File: src/xcvr_defs.vh
`ifndef XCVR_DEFS_VH
`define XCVR_DEFS_VH
// Scratch register index, written through the byte port.
`define SCRATCH_OFFSET 3'h7
// Transceiver mode control bytes.
`define MODE_FOUR_WIRE 8'h00
`define MODE_ECHO 8'h01
`define MODE_NO_ECHO 8'h02
`define MODE_AUTO 8'h03
// Reset value of the mode byte.
`define MODE_RESET 8'h00
// Framing and FIFO reset values.
`define DIV_RESET 16'h006c
`define DATA_BITS_RESET 2'h3
`define PARITY_RESET 2'h0
`define STOP_RESET 1'h0
`define RX_THRESH_RESET 3'h1
`define TX_BLOCK_RESET 3'h4
// Parity selections.
`define PARITY_NONE 2'h0
`define PARITY_EVEN 2'h1
`define PARITY_ODD 2'h2
// FIFO geometry.
`define FIFO_DEPTH 4
`define FIFO_AW 2
`endif

File: src/byte_fifo.v
`timescale 1ns/10ps
module byte_fifo #(
  parameter WIDTH = 8,
  parameter DEPTH = 4,
  parameter AW = 2
) (
  input wire clk_sys,
  input wire rst,
  input wire flush,
  input wire [WIDTH-1:0] in_data,
  input wire in_valid,
  output wire in_ready,
  output reg [WIDTH-1:0] out_data,
  output wire out_valid,
  input wire out_ready,
  output wire [AW:0] level
);
  // Full level held at the pointer width, so the compare drops no bits.
  localparam [AW:0] FULL_LEVEL = DEPTH;
  reg [WIDTH-1:0] mem [0:DEPTH-1];
  reg [AW:0] wr_q;
  reg [AW:0] rd_q;
  wire push;
  wire pop;
  assign level = wr_q - rd_q;
  assign in_ready = (level != FULL_LEVEL) && !flush;
  assign out_valid = (level != {(AW+1){1'b0}}) && !flush;
  assign push = in_valid && in_ready;
  assign pop = out_valid && out_ready;
  always @(posedge clk_sys) begin
    if (push)
      mem[wr_q[AW-1:0]] <= in_data;
  end
  always @* begin
    out_data = mem[rd_q[AW-1:0]];
  end
  always @(posedge clk_sys or posedge rst) begin
    if (rst) begin
      wr_q <= {(AW+1){1'b0}};
      rd_q <= {(AW+1){1'b0}};
    end else if (flush) begin
      wr_q <= {(AW+1){1'b0}};
      rd_q <= {(AW+1){1'b0}};
    end else begin
      if (push)
        wr_q <= wr_q + 1'b1;
      if (pop)
        rd_q <= rd_q + 1'b1;
    end
  end
endmodule // byte_fifo

File: src/rs485_port.v
`timescale 1ns/10ps
`include "xcvr_defs.vh"
// Operation
// Four-wire mode keeps driver and receiver enabled at all times.
// Four-wire mode is the mode after reset.
// Echo mode drives the line only while terminal-ready is unasserted.
// Echo mode keeps the receiver enabled so own bytes come back.
// Software clears terminal-ready before sending and sets it after.
// No-echo mode drives like echo mode and mutes the receiver meanwhile.
// Auto mode enables the driver from transmit-ready for each byte.
// Auto mode mutes the receiver while the driver is on.
// Terminal-ready is active low for transceiver control.
// Separate transmit and receive FIFOs, which can be enabled or not.
// Receive interrupt once the receive FIFO reaches its threshold.
// Software writes at most the block size per transmit interrupt.
// Bit rate, data bits, parity and stop bits are programmable.
// Modes act only on ports with an RS-485 line interface.
// Mode is chosen by control bytes 0x00 to 0x03 in the scratch byte.
// The scratch byte sits at offset 7 and switches the mode at once.
// In auto mode the driver stays on through the last stop bit.
module rs485_port (
  input wire clk_sys,
  input wire rst,
  input wire is_rs485,
  input wire [2:0] wr_addr,
  input wire [7:0] wr_data,
  input wire wr_en,
  output reg [7:0] mode_q,
  input wire [15:0] baud_div,
  input wire [1:0] data_bits,
  input wire [1:0] parity_sel,
  input wire stop_two,
  input wire fifo_en,
  input wire [2:0] rx_thresh,
  input wire [2:0] tx_block,
  input wire dtr_n,
  input wire [7:0] tx_data,
  input wire tx_valid,
  output wire tx_ready,
  output wire [7:0] rx_data,
  output wire rx_valid,
  input wire rx_ready,
  output reg rx_irq_q,
  output reg tx_irq_q,
  output reg [2:0] tx_allow_q,
  output reg parity_err_q,
  output reg tx_holding_ready_ind,
  output reg line_txd_q,
  input wire line_rxd,
  output reg drv_en_q,
  output reg rcv_en_q
);
  // ***************************************************************
  // Mode selection
  // ***************************************************************
  always @(posedge clk_sys or posedge rst) begin
    if (rst) begin
      mode_q <= `MODE_RESET;
    end else if (wr_en && wr_addr == `SCRATCH_OFFSET) begin
      mode_q <= wr_data;
    end
  end

  function parity_of;
    input [7:0] d;
    input [1:0] nbits;
    input odd;
    reg [7:0] m;
    begin
      m = 8'hff >> (3 - nbits);
      parity_of = (^(d & m)) ^ odd;
    end
  endfunction

  // Unused upper data bits are filled with marks and never shifted out, and the parity bit sits
  // right after the last data bit, whatever the character length.
  function [9:0] tx_frame;
    input [7:0] d;
    input [1:0] nbits;
    input [1:0] psel;
    reg [9:0] f;
    begin
      f = {1'b1, d | ~(8'hff >> (2'h3 - nbits)), 1'b0};
      if (psel != `PARITY_NONE)
        f[{2'b00, nbits} + 4'h6] = parity_of(d, nbits, psel == `PARITY_ODD);
      tx_frame = f;
    end
  endfunction

  // ***************************************************************
  // FIFOs
  // ***************************************************************
  wire [7:0] txf_data;
  wire txf_valid;
  reg txf_pop;
  wire [2:0] txf_level;
  reg [7:0] rxs_data;
  reg rxs_valid;
  wire rxf_in_ready;
  wire [2:0] rxf_level;
  byte_fifo #(.WIDTH(8), .DEPTH(`FIFO_DEPTH), .AW(`FIFO_AW)) u_txf (
    .clk_sys(clk_sys), .rst(rst), .flush(!fifo_en),
    .in_data(tx_data), .in_valid(tx_valid), .in_ready(tx_ready),
    .out_data(txf_data), .out_valid(txf_valid), .out_ready(txf_pop),
    .level(txf_level));
  byte_fifo #(.WIDTH(8), .DEPTH(`FIFO_DEPTH), .AW(`FIFO_AW)) u_rxf (
    .clk_sys(clk_sys), .rst(rst), .flush(!fifo_en),
    .in_data(rxs_data), .in_valid(rxs_valid), .in_ready(rxf_in_ready),
    .out_data(rx_data), .out_valid(rx_valid), .out_ready(rx_ready),
    .level(rxf_level));

  // ***************************************************************
  // Host indications
  // ***************************************************************
  always @(posedge clk_sys or posedge rst) begin
    if (rst) begin
      rx_irq_q <= 1'b0;
      tx_irq_q <= 1'b0;
      tx_allow_q <= 3'h0;
    end else begin
      rx_irq_q <= fifo_en && (rx_thresh != 3'h0) &&
                  (rxf_level >= rx_thresh);
      tx_irq_q <= fifo_en && txf_level == 3'h0;
      tx_allow_q <= (tx_block > 3'h4) ? 3'h4 : tx_block;
    end
  end

  // ***************************************************************
  // Transmitter
  // ***************************************************************
  localparam TX_IDLE = 2'h0;
  localparam TX_SHIFT = 2'h1;
  localparam TX_STOP = 2'h2;
  reg [1:0] tx_st_q;
  reg [15:0] tx_cnt_q;
  reg [3:0] tx_bit_q;
  reg [9:0] tx_sh_q;
  reg [3:0] tx_len_q;
  reg tx_stop2_q;
  wire tx_tick;
  assign tx_tick = (tx_cnt_q == 16'h0000);

  always @* begin
    txf_pop = (tx_st_q == TX_IDLE) && txf_valid;
  end

  always @(posedge clk_sys or posedge rst) begin
    if (rst) begin
      tx_st_q <= TX_IDLE;
      tx_cnt_q <= 16'h0000;
      tx_bit_q <= 4'h0;
      tx_sh_q <= 10'h3ff;
      tx_len_q <= 4'h0;
      tx_stop2_q <= 1'b0;
      line_txd_q <= 1'b1;
      tx_holding_ready_ind <= 1'b0;
    end else begin
      tx_cnt_q <= tx_tick ? baud_div : tx_cnt_q - 16'h0001;
      case (tx_st_q)
        TX_IDLE: begin
          line_txd_q <= 1'b1;
          tx_holding_ready_ind <= 1'b0;
          if (txf_valid) begin
            tx_sh_q <= tx_frame(txf_data, data_bits, parity_sel);
            tx_len_q <= 4'h5 + {2'h0, data_bits} +
                        {3'h0, parity_sel != `PARITY_NONE};
            tx_stop2_q <= stop_two;
            tx_bit_q <= 4'h0;
            tx_cnt_q <= baud_div;
            tx_holding_ready_ind <= 1'b1;
            tx_st_q <= TX_SHIFT;
          end
        end
        TX_SHIFT: begin
          line_txd_q <= tx_sh_q[0];
          if (tx_tick) begin
            if (tx_bit_q == tx_len_q) begin
              tx_bit_q <= 4'h0;
              tx_st_q <= TX_STOP;
              line_txd_q <= 1'b1;
            end else begin
              tx_bit_q <= tx_bit_q + 4'h1;
              tx_sh_q <= {1'b1, tx_sh_q[9:1]};
            end
          end
        end
        TX_STOP: begin
          line_txd_q <= 1'b1;
          // Hold the driver until the final stop bit has fully left.
          if (tx_tick) begin
            if (tx_stop2_q) begin
              tx_stop2_q <= 1'b0;
            end else begin
              tx_st_q <= TX_IDLE;
              tx_holding_ready_ind <= txf_valid;
            end
          end
        end
        default: tx_st_q <= TX_IDLE;
      endcase
    end
  end

  // ***************************************************************
  // Receiver
  // ***************************************************************
  reg rxd_s1_q;
  reg rxd_s2_q;
  localparam RX_IDLE = 2'h0;
  localparam RX_DATA = 2'h1;
  localparam RX_STOP = 2'h2;
  reg [1:0] rx_st_q;
  reg [15:0] rx_cnt_q;
  reg [3:0] rx_bit_q;
  reg [8:0] rx_sh_q;
  wire rx_line;
  wire [3:0] rx_len;
  wire [8:0] rx_aligned;
  // A muted receiver reads idle, so no bytes are gathered during sends.
  assign rx_line = rcv_en_q ? rxd_s2_q : 1'b1;
  // Index of the last data or parity sample; the stop bit is checked apart.
  assign rx_len = 4'h4 + {2'h0, data_bits} +
                  {3'h0, parity_sel != `PARITY_NONE};
  assign rx_aligned = (rx_sh_q >> (4'h9 - rx_bit_q)) &
                      {1'b0, 8'hff >> (2'h3 - data_bits)};

  always @(posedge clk_sys or posedge rst) begin
    if (rst) begin
      rxd_s1_q <= 1'b1;
      rxd_s2_q <= 1'b1;
      rx_st_q <= RX_IDLE;
      rx_cnt_q <= 16'h0000;
      rx_bit_q <= 4'h0;
      rx_sh_q <= 9'h000;
      rxs_data <= 8'h00;
      rxs_valid <= 1'b0;
      parity_err_q <= 1'b0;
    end else begin
      rxd_s1_q <= line_rxd;
      rxd_s2_q <= rxd_s1_q;
      rxs_valid <= 1'b0;
      rx_cnt_q <= (rx_cnt_q == 16'h0000) ? 16'h0000 : rx_cnt_q - 16'h0001;
      case (rx_st_q)
        RX_IDLE: begin
          if (!rx_line) begin
            rx_cnt_q <= baud_div + {1'b0, baud_div[15:1]};
            rx_bit_q <= 4'h0;
            rx_sh_q <= 9'h000;
            rx_st_q <= RX_DATA;
          end
        end
        RX_DATA: begin
          if (rx_cnt_q == 16'h0000) begin
            rx_sh_q <= {rx_line, rx_sh_q[8:1]};
            rx_cnt_q <= baud_div;
            if (rx_bit_q == rx_len)
              rx_st_q <= RX_STOP;
            rx_bit_q <= rx_bit_q + 4'h1;
          end
        end
        RX_STOP: begin
          if (rx_cnt_q == 16'h0000) begin
            rx_st_q <= RX_IDLE;
            // Align the received bits to the low end of the byte.
            rxs_data <= rx_aligned[7:0];
            rxs_valid <= rx_line && rxf_in_ready;
            parity_err_q <= (parity_sel != `PARITY_NONE) &&
              (parity_of(rx_aligned[7:0], data_bits,
               parity_sel == `PARITY_ODD) != rx_sh_q[8]);
          end
        end
        default: rx_st_q <= RX_IDLE;
      endcase
    end
  end

  // ***************************************************************
  // Transceiver direction
  // ***************************************************************
  wire dtr_asserted;
  assign dtr_asserted = !dtr_n;
  always @(posedge clk_sys or posedge rst) begin
    if (rst) begin
      drv_en_q <= 1'b1;
      rcv_en_q <= 1'b1;
    end else if (!is_rs485) begin
      drv_en_q <= 1'b1;
      rcv_en_q <= 1'b1;
    end else begin
      case (mode_q)
        `MODE_ECHO: begin
          drv_en_q <= !dtr_asserted;
          rcv_en_q <= 1'b1;
        end
        `MODE_NO_ECHO: begin
          drv_en_q <= !dtr_asserted;
          rcv_en_q <= dtr_asserted;
        end
        `MODE_AUTO: begin
          drv_en_q <= tx_holding_ready_ind;
          rcv_en_q <= !tx_holding_ready_ind;
        end
        default: begin
          drv_en_q <= 1'b1;
          rcv_en_q <= 1'b1;
        end
      endcase
    end
  end
endmodule // rs485_port

File: config.mk
export PLATFORM = sky130hd
export DESIGN_NAME = rs485_port
export DESIGN_NICKNAME = d
export VERILOG_FILES = /design/src/byte_fifo.v /design/src/rs485_port.v
export VERILOG_INCLUDE_DIRS = /design/src /design/src/src
export SDC_FILE = /design/constraint.sdc
export NUM_CORES = 1
export LEC_CHECK = 0
export ABC_AREA = 1
export BUFFER_PORTS_ARGS = -buffer_cell sky130_fd_sc_hd__clkbuf_2
export CAP_MARGIN = 5
export CORE_MARGIN = 5
export CORE_UTILIZATION = 35
export DETAILED_ROUTE_END_ITERATION = 12
export PLACE_DENSITY = 0.49
export RECOVER_POWER = 50
export SYNTH_ARGS = -nofsm -noshare
export SYNTH_HDL_FRONTEND = slang
export SYNTH_SLANG_ARGS = --single-unit
File: constraint.sdc
create_clock -name clk_sys -period 3.5 [get_ports clk_sys]
set_clock_uncertainty 0.1 [all_clocks]
set_input_delay 0.7 -clock clk_sys [delete_from_list [all_inputs] [get_ports clk_sys]]
set_output_delay 0.7 -clock clk_sys [all_outputs]
set_load 0.01 [all_outputs]
== After elaboration in Yosys (flattened, before gate mapping) ==
Memory sizes are Yosys's and may differ from the RTL's.
Cells that the tools add are included.
Operators by class
  add/sub/neg operators: 19
  order comparisons: 4
  equal/unequal tests: 28
  shift-type cells: 3
  muxes and demuxes: 66
  bitwise logic cells: 7
  reductions and logical operators: 44
Operator list (number)
  16-bit 2-to-1 mux: 6
  10-bit 2-to-1 mux: 4
  16-bit zero test: 2
  16-bit one-hot mux with 2 select lines: 1
  8-bit by 32-bit >> shifter with 8-bit output, first input constant: 1
  16-bit by 1-bit subtractor with 16-bit output, second input constant: 2
  3-bit 2-to-1 mux: 9
  8-bit bitwise AND: 3
  4-bit 2-to-1 mux: 5
  2-bit inequality test, second input constant: 10
  10-bit one-hot mux with 2 select lines: 1
  2-bit 2-to-1 mux: 9
  9-bit 2-to-1 mux: 2
  9-bit one-hot mux with 2 select lines: 1
  1-bit 2-to-1 mux: 17
  16-bit by 15-bit adder with 16-bit output: 1
  8-bit by 2-bit equality test with 1-bit output, second input constant: 2
  1-bit logical AND: 16
  4-bit one-hot mux with 2 select lines: 2
  8-bit XOR reduction: 2
  3-bit by 1-bit adder with 3-bit output, second input constant: 4
  2-bit one-hot mux with 3 select lines: 2
  3-bit AND reduction: 4
  10-bit bitwise mux: 1
  36 further kinds: 64
Storage, ports and cells
  bits in registers: 109
  memory bits (writable): 64
  memories kept: 2
Memory list
  u_rxf.mem: depth 4, bits a word 8, rd ports 1, clocked after memory_dff 0, wr ports 1, RTL line byte_fifo.v:20  | reg [WIDTH-1:0] mem [0:DEPTH-1];
  u_txf.mem: depth 4, bits a word 8, rd ports 1, clocked after memory_dff 0, wr ports 1, RTL line byte_fifo.v:20

== Logic depth before layout (Yosys ltp) ==
  word-level depth: 9
  gate-level depth with buffers: 20
  gate-level depth less buffers: 18

== Hierarchy ==
From an unflattened synthesis, not the netlist that was laid out.
Second synthesis, totals
  cell total of the unflattened synthesis: 1173
  area, all modules: 9937.0 µm²
Modules (own cells, without submodules)
  rs485_port: times used 1, cells each 869, area an instance 6458.7 µm², seq. area each 2446.1 µm²
  byte_fifo: times used 2, cells each 152, area an instance 1739.2 µm², seq. area each 1111.1 µm²

== Worst setup path before layout ==
OpenSTA, ideal clock, no wires.
  path kind: register to register
  start point: register u_txf.rd_q[1]
  end point: memory u_txf.mem[3][0] (enable)
  arrival time: 2119 ps
  data required time: 3025 ps
  path slack: 906 ps
  stages on the path, launching flop included: 11
  path buffers: 1
  period minus slack after synthesis: 2594 ps
  path through: dfrtp_1 > inv_2 > buf_6 > ha_1 > inv_1 > o21bai_2 > xnor2_1 > o21ai_0 > inv_1 > nand2_1 > nor2_1
Between the ends
  word-level cells in the longest chain between the ends: 6
RTL lines
  start, declared: RTL line byte_fifo.v:22  | reg [AW:0] rd_q;
  start signal, assigned: RTL line byte_fifo.v:40  | rd_q <= {(AW+1){1'b0}};
  start signal, assigned: RTL line byte_fifo.v:43  | rd_q <= {(AW+1){1'b0}};
  start signal, assigned: RTL line byte_fifo.v:48  | rd_q <= rd_q + 1'b1;
  3-bit subtractor: RTL line byte_fifo.v:25  | assign level = wr_q - rd_q;
  3-bit inequality test: RTL line byte_fifo.v:26  | assign in_ready = (level != FULL_LEVEL) && !flush;
  1-bit logical AND: RTL line byte_fifo.v:26
  via tx_ready: RTL line rs485_port.v:39  | output wire tx_ready,
  1-bit logical AND: RTL line byte_fifo.v:28  | assign push = in_valid && in_ready;
  1-bit 2-to-1 mux: RTL line byte_fifo.v:31  | if (push)
  1-bit 2-to-1 mux (not written as such): RTL line byte_fifo.v:32  | mem[wr_q[AW-1:0]] <= in_data;
  end, declared: RTL line byte_fifo.v:20
The timed path passes the listed nets, and every way through them passes these cells.

== Final worst setup path ==
  start point: register u_rxf.rd_q[1]
  end point: output port rx_valid
Between the ends
  word-level cells in the longest chain between the ends: 3
RTL lines
  start, declared: RTL line byte_fifo.v:22
  start signal, assigned: RTL line byte_fifo.v:40
  start signal, assigned: RTL line byte_fifo.v:43
  start signal, assigned: RTL line byte_fifo.v:48
  3-bit subtractor: RTL line byte_fifo.v:25
  3-bit nonzero test: RTL line byte_fifo.v:27  | assign out_valid = (level != {(AW+1){1'b0}}) && !flush;
  1-bit logical AND: RTL line byte_fifo.v:27
  end, declared: RTL line rs485_port.v:41  | output wire rx_valid,
No other way between the ends.

==> run summary <==
switching power: 2220 uW
worst setup margin: 0.413 ns
register share of total power: 43.9%
# placed instances: 1656
Synth Flop Type: dfrtp_1
Worst-path clk slew: 0.08 ns
WL/cell: 14.3 um
die height: 180 um
Ys Warns: 0
Mapped Area: 10100 um2
clock sinks: 173
gr ovfl total: 0
post_cts resized: 0
initial antenna violation count: 0
antenna-violating nets left: 0
headroom to the max-slew limit: 13.0%
Leakage: 0.00525 uW
Final TNS setup: 0 ns
synthesized flop and latch total: 173
area of the die: 32400 um2
core area: 28600 um2
VDD IR max: 0.285 mV
CP Max Fanout: 11
Sw Share: 35.2%
min-delay worst type: input port to flip-flop
Final Instance Area: 11500 um2
post-detailed-placement half-perimeter wirelength: 18400 um
CTS max path bufs: 2
worst r2r src: u_rxf.rd_q[1]
Max Fclk: 324 MHz
kind of end point of the critical path: output pin
I/O pin cnt: 83
final worst path period share: 88.2%
Num CTS Buffers: 17
minimum clock period: 3.09 ns
total number of vias: 7951
DRT iter0 DRCs: 384
Placer Congestion: 0.824
# diodes: 0
Synth cell types: 57
DIE WIDTH: 180 um
cts hold-fix bufs: 0
gr usage total: 15.1%
CP required: 2.70 ns
vias in the first global route: 7744
row count: 62
max-slew violations: 0
Worst setup SP type: flip-flop
dpl ws: 0.692 ns
Finish-stage setup viols: 0
worst slew pin tran: 1.31 ns
Initial Util: 35.3%
final hold violation count: 0
clock power share: 29.9%
status: complete, no violations
ys async rst share: 63.0%
DRC: 0
first-pass GRT wire length: 40200 um
H-Tree Level Count: 4
Max Cap Viol: 0
Syn Inst Count: 1200
commonest non-fill, non-tap cell in the layout: nand2_1
EDFF count, synth: 64
Port Buffer Count: 82
Finished Layout Cells: 1688
total power draw: 6290 uW
syn avg cell area: 8.42 um2
CTS tree: yes
Pint: 4080 uW
P&R area growth vs syn: 13.5%
Vias/cell: 4.71
critical path class: flip-flop to output pin
Post-Syn Nets: 1300
Setup crit start: u_rxf.rd_q[1]
worst endpoint data arrival time: 2.29 ns
root buffer cell: clkbuf_16
fin nets: 1391
DP Area: 10900 um2
Seq/Total Area, Yosys: 46.2%
postcts setup bufs: 0
unrepaired setup endpoints after global routing: no
Power Density: 549 nW/um2
Combinational Power Share: 26.2%
highest-count cells in the layout ignoring fill and taps: nand2_1, inv_1, dfrtp_1
Hold Path Origin: line_rxd
largest net degree at the start of global routing: 46
Worst-Skew Late Latency: 0.43 ns
layout cells sized above 1: 17.6%
overall routed net length: 24200 um
drt pass-1 iters: 5
## final timing paths
| kind | end | slack, ns | cells after the start |
|---|---|---|---|
| max | rx_valid | 0.41 | 6 |
| min | rxd_s1_q | 0.24 | 1 |
| max reg2reg | u_rxf.mem[1][4] | 0.72 | 6 |
| min reg2reg | rxd_s2_q | 0.26 | 0 |
| max in group asynchronous | rx_sh_q[8] | 1.24 | 3 |
| min in group asynchronous | u_txf.wr_q[0] | 0.36 | 2 |
## power by group through the flow
stage	registers [uW]	clock network [uW]	logic, uW
detailed placement	2800	0	1660
CTS	2760	1940	1670
global placement	2800	0	1660
global route	2810	2030	1910
floorplan	2750	0	1230
finish	2760	1880	1650
## per-layer routing
layer	GRT usage, %	vias to the layer above	part of all wire, %
met3	2.75	19	3.2
met4	3.38	0	1.2
met5	0	-	0
met2	23.7	122	45
met1	21.7	3661	51
li1	-	4149	-
## synthesized netlist by cell type, types with 4 or more instances
master / count / area, um2
or2_2: 5 / 31.3
nor2_1: 87 / 327
inv_1: 136 / 510
nand2_1: 312 / 1170
a21oi_2: 4 / 35.0
o211ai_1: 7 / 52.6
nand4_1: 6 / 37.5
xnor2_1: 11 / 96.3
o21ai_2: 6 / 52.6
nor2_2: 9 / 56.3
xor2_1: 22 / 193
o22ai_1: 17 / 106
buf_6: 11 / 124
nand2_2: 19 / 119
dfstp_2: 15 / 394
ha_1: 43 / 538
o21ai_1: 21 / 105
nand3_1: 84 / 420
inv_2: 16 / 60.1
dfrtp_1: 94 / 2350
nor3_1: 10 / 50.1
o221ai_1: 4 / 35.0
edfxtp_1: 64 / 1920
nand3_2: 13 / 130
clkbuf_1: 11 / 41.3
a21oi_1: 42 / 210
o21ai_0: 74 / 370
## worst max-delay path: stages (launching register included)
cell	delay (ns)
dfrtp_1	0.55
inv_1	0.23
fa_1	0.47
xor2_1	0.24
o21ai_0	0.12
inv_1	0.12
clkbuf_2	0.14
## per-stage QoR
stage	utilization [%]	hold WS, ns
2_1_floorplan	-	0.245
6_report	40.1	0.241
4_1_cts	40.2	0.219
3_3_place_gp	38.2	0.248
5_1_grt	40.1	0.210
3_5_place_dp	38.2	0.250
## area by class of cell
class / instances / area, um2
fillers: 2908 / 17200
flip-flops and latches: 173 / 4670
multi-input cells: 844 / 4630
inverters: 154 / 584
repair buffers: 101 / 527
well taps: 384 / 480
clock buffers: 17 / 425
clock inverters: 15 / 151
## state kept, by name, summed over array words and instances, names as in the netlist, 2 cells and up
register / flops
u_rxf.mem: 32
u_rxf.wr_q: 3
u_txf.mem: 32
tx_sh_q: 10
mode_q: 8
u_rxf.rd_q: 3
rx_st_q: 2
rx_cnt_q: 16
tx_allow_q: 3
u_txf.wr_q: 3
tx_cnt_q: 16
tx_len_q: 4
rxs_data: 8
u_txf.rd_q: 3
rx_sh_q: 9
tx_bit_q: 4
tx_st_q: 2
rx_bit_q: 4
## cell families after synthesis
group | after synthesis | share of synthesized area (%)
XOR/XNOR | 33 | 2.86
multiplexers | 5 | 0.532
flip-flops | 173 | 46.2
buffers and inverters | 183 | 7.97
adder cells (fa/ha/maj) | 45 | 5.72
AND/OR/NAND/NOR | 563 | 25.1
AO/OA/AOI/OAI | 198 | 11.7
Power figures use the tool's default switching activity.
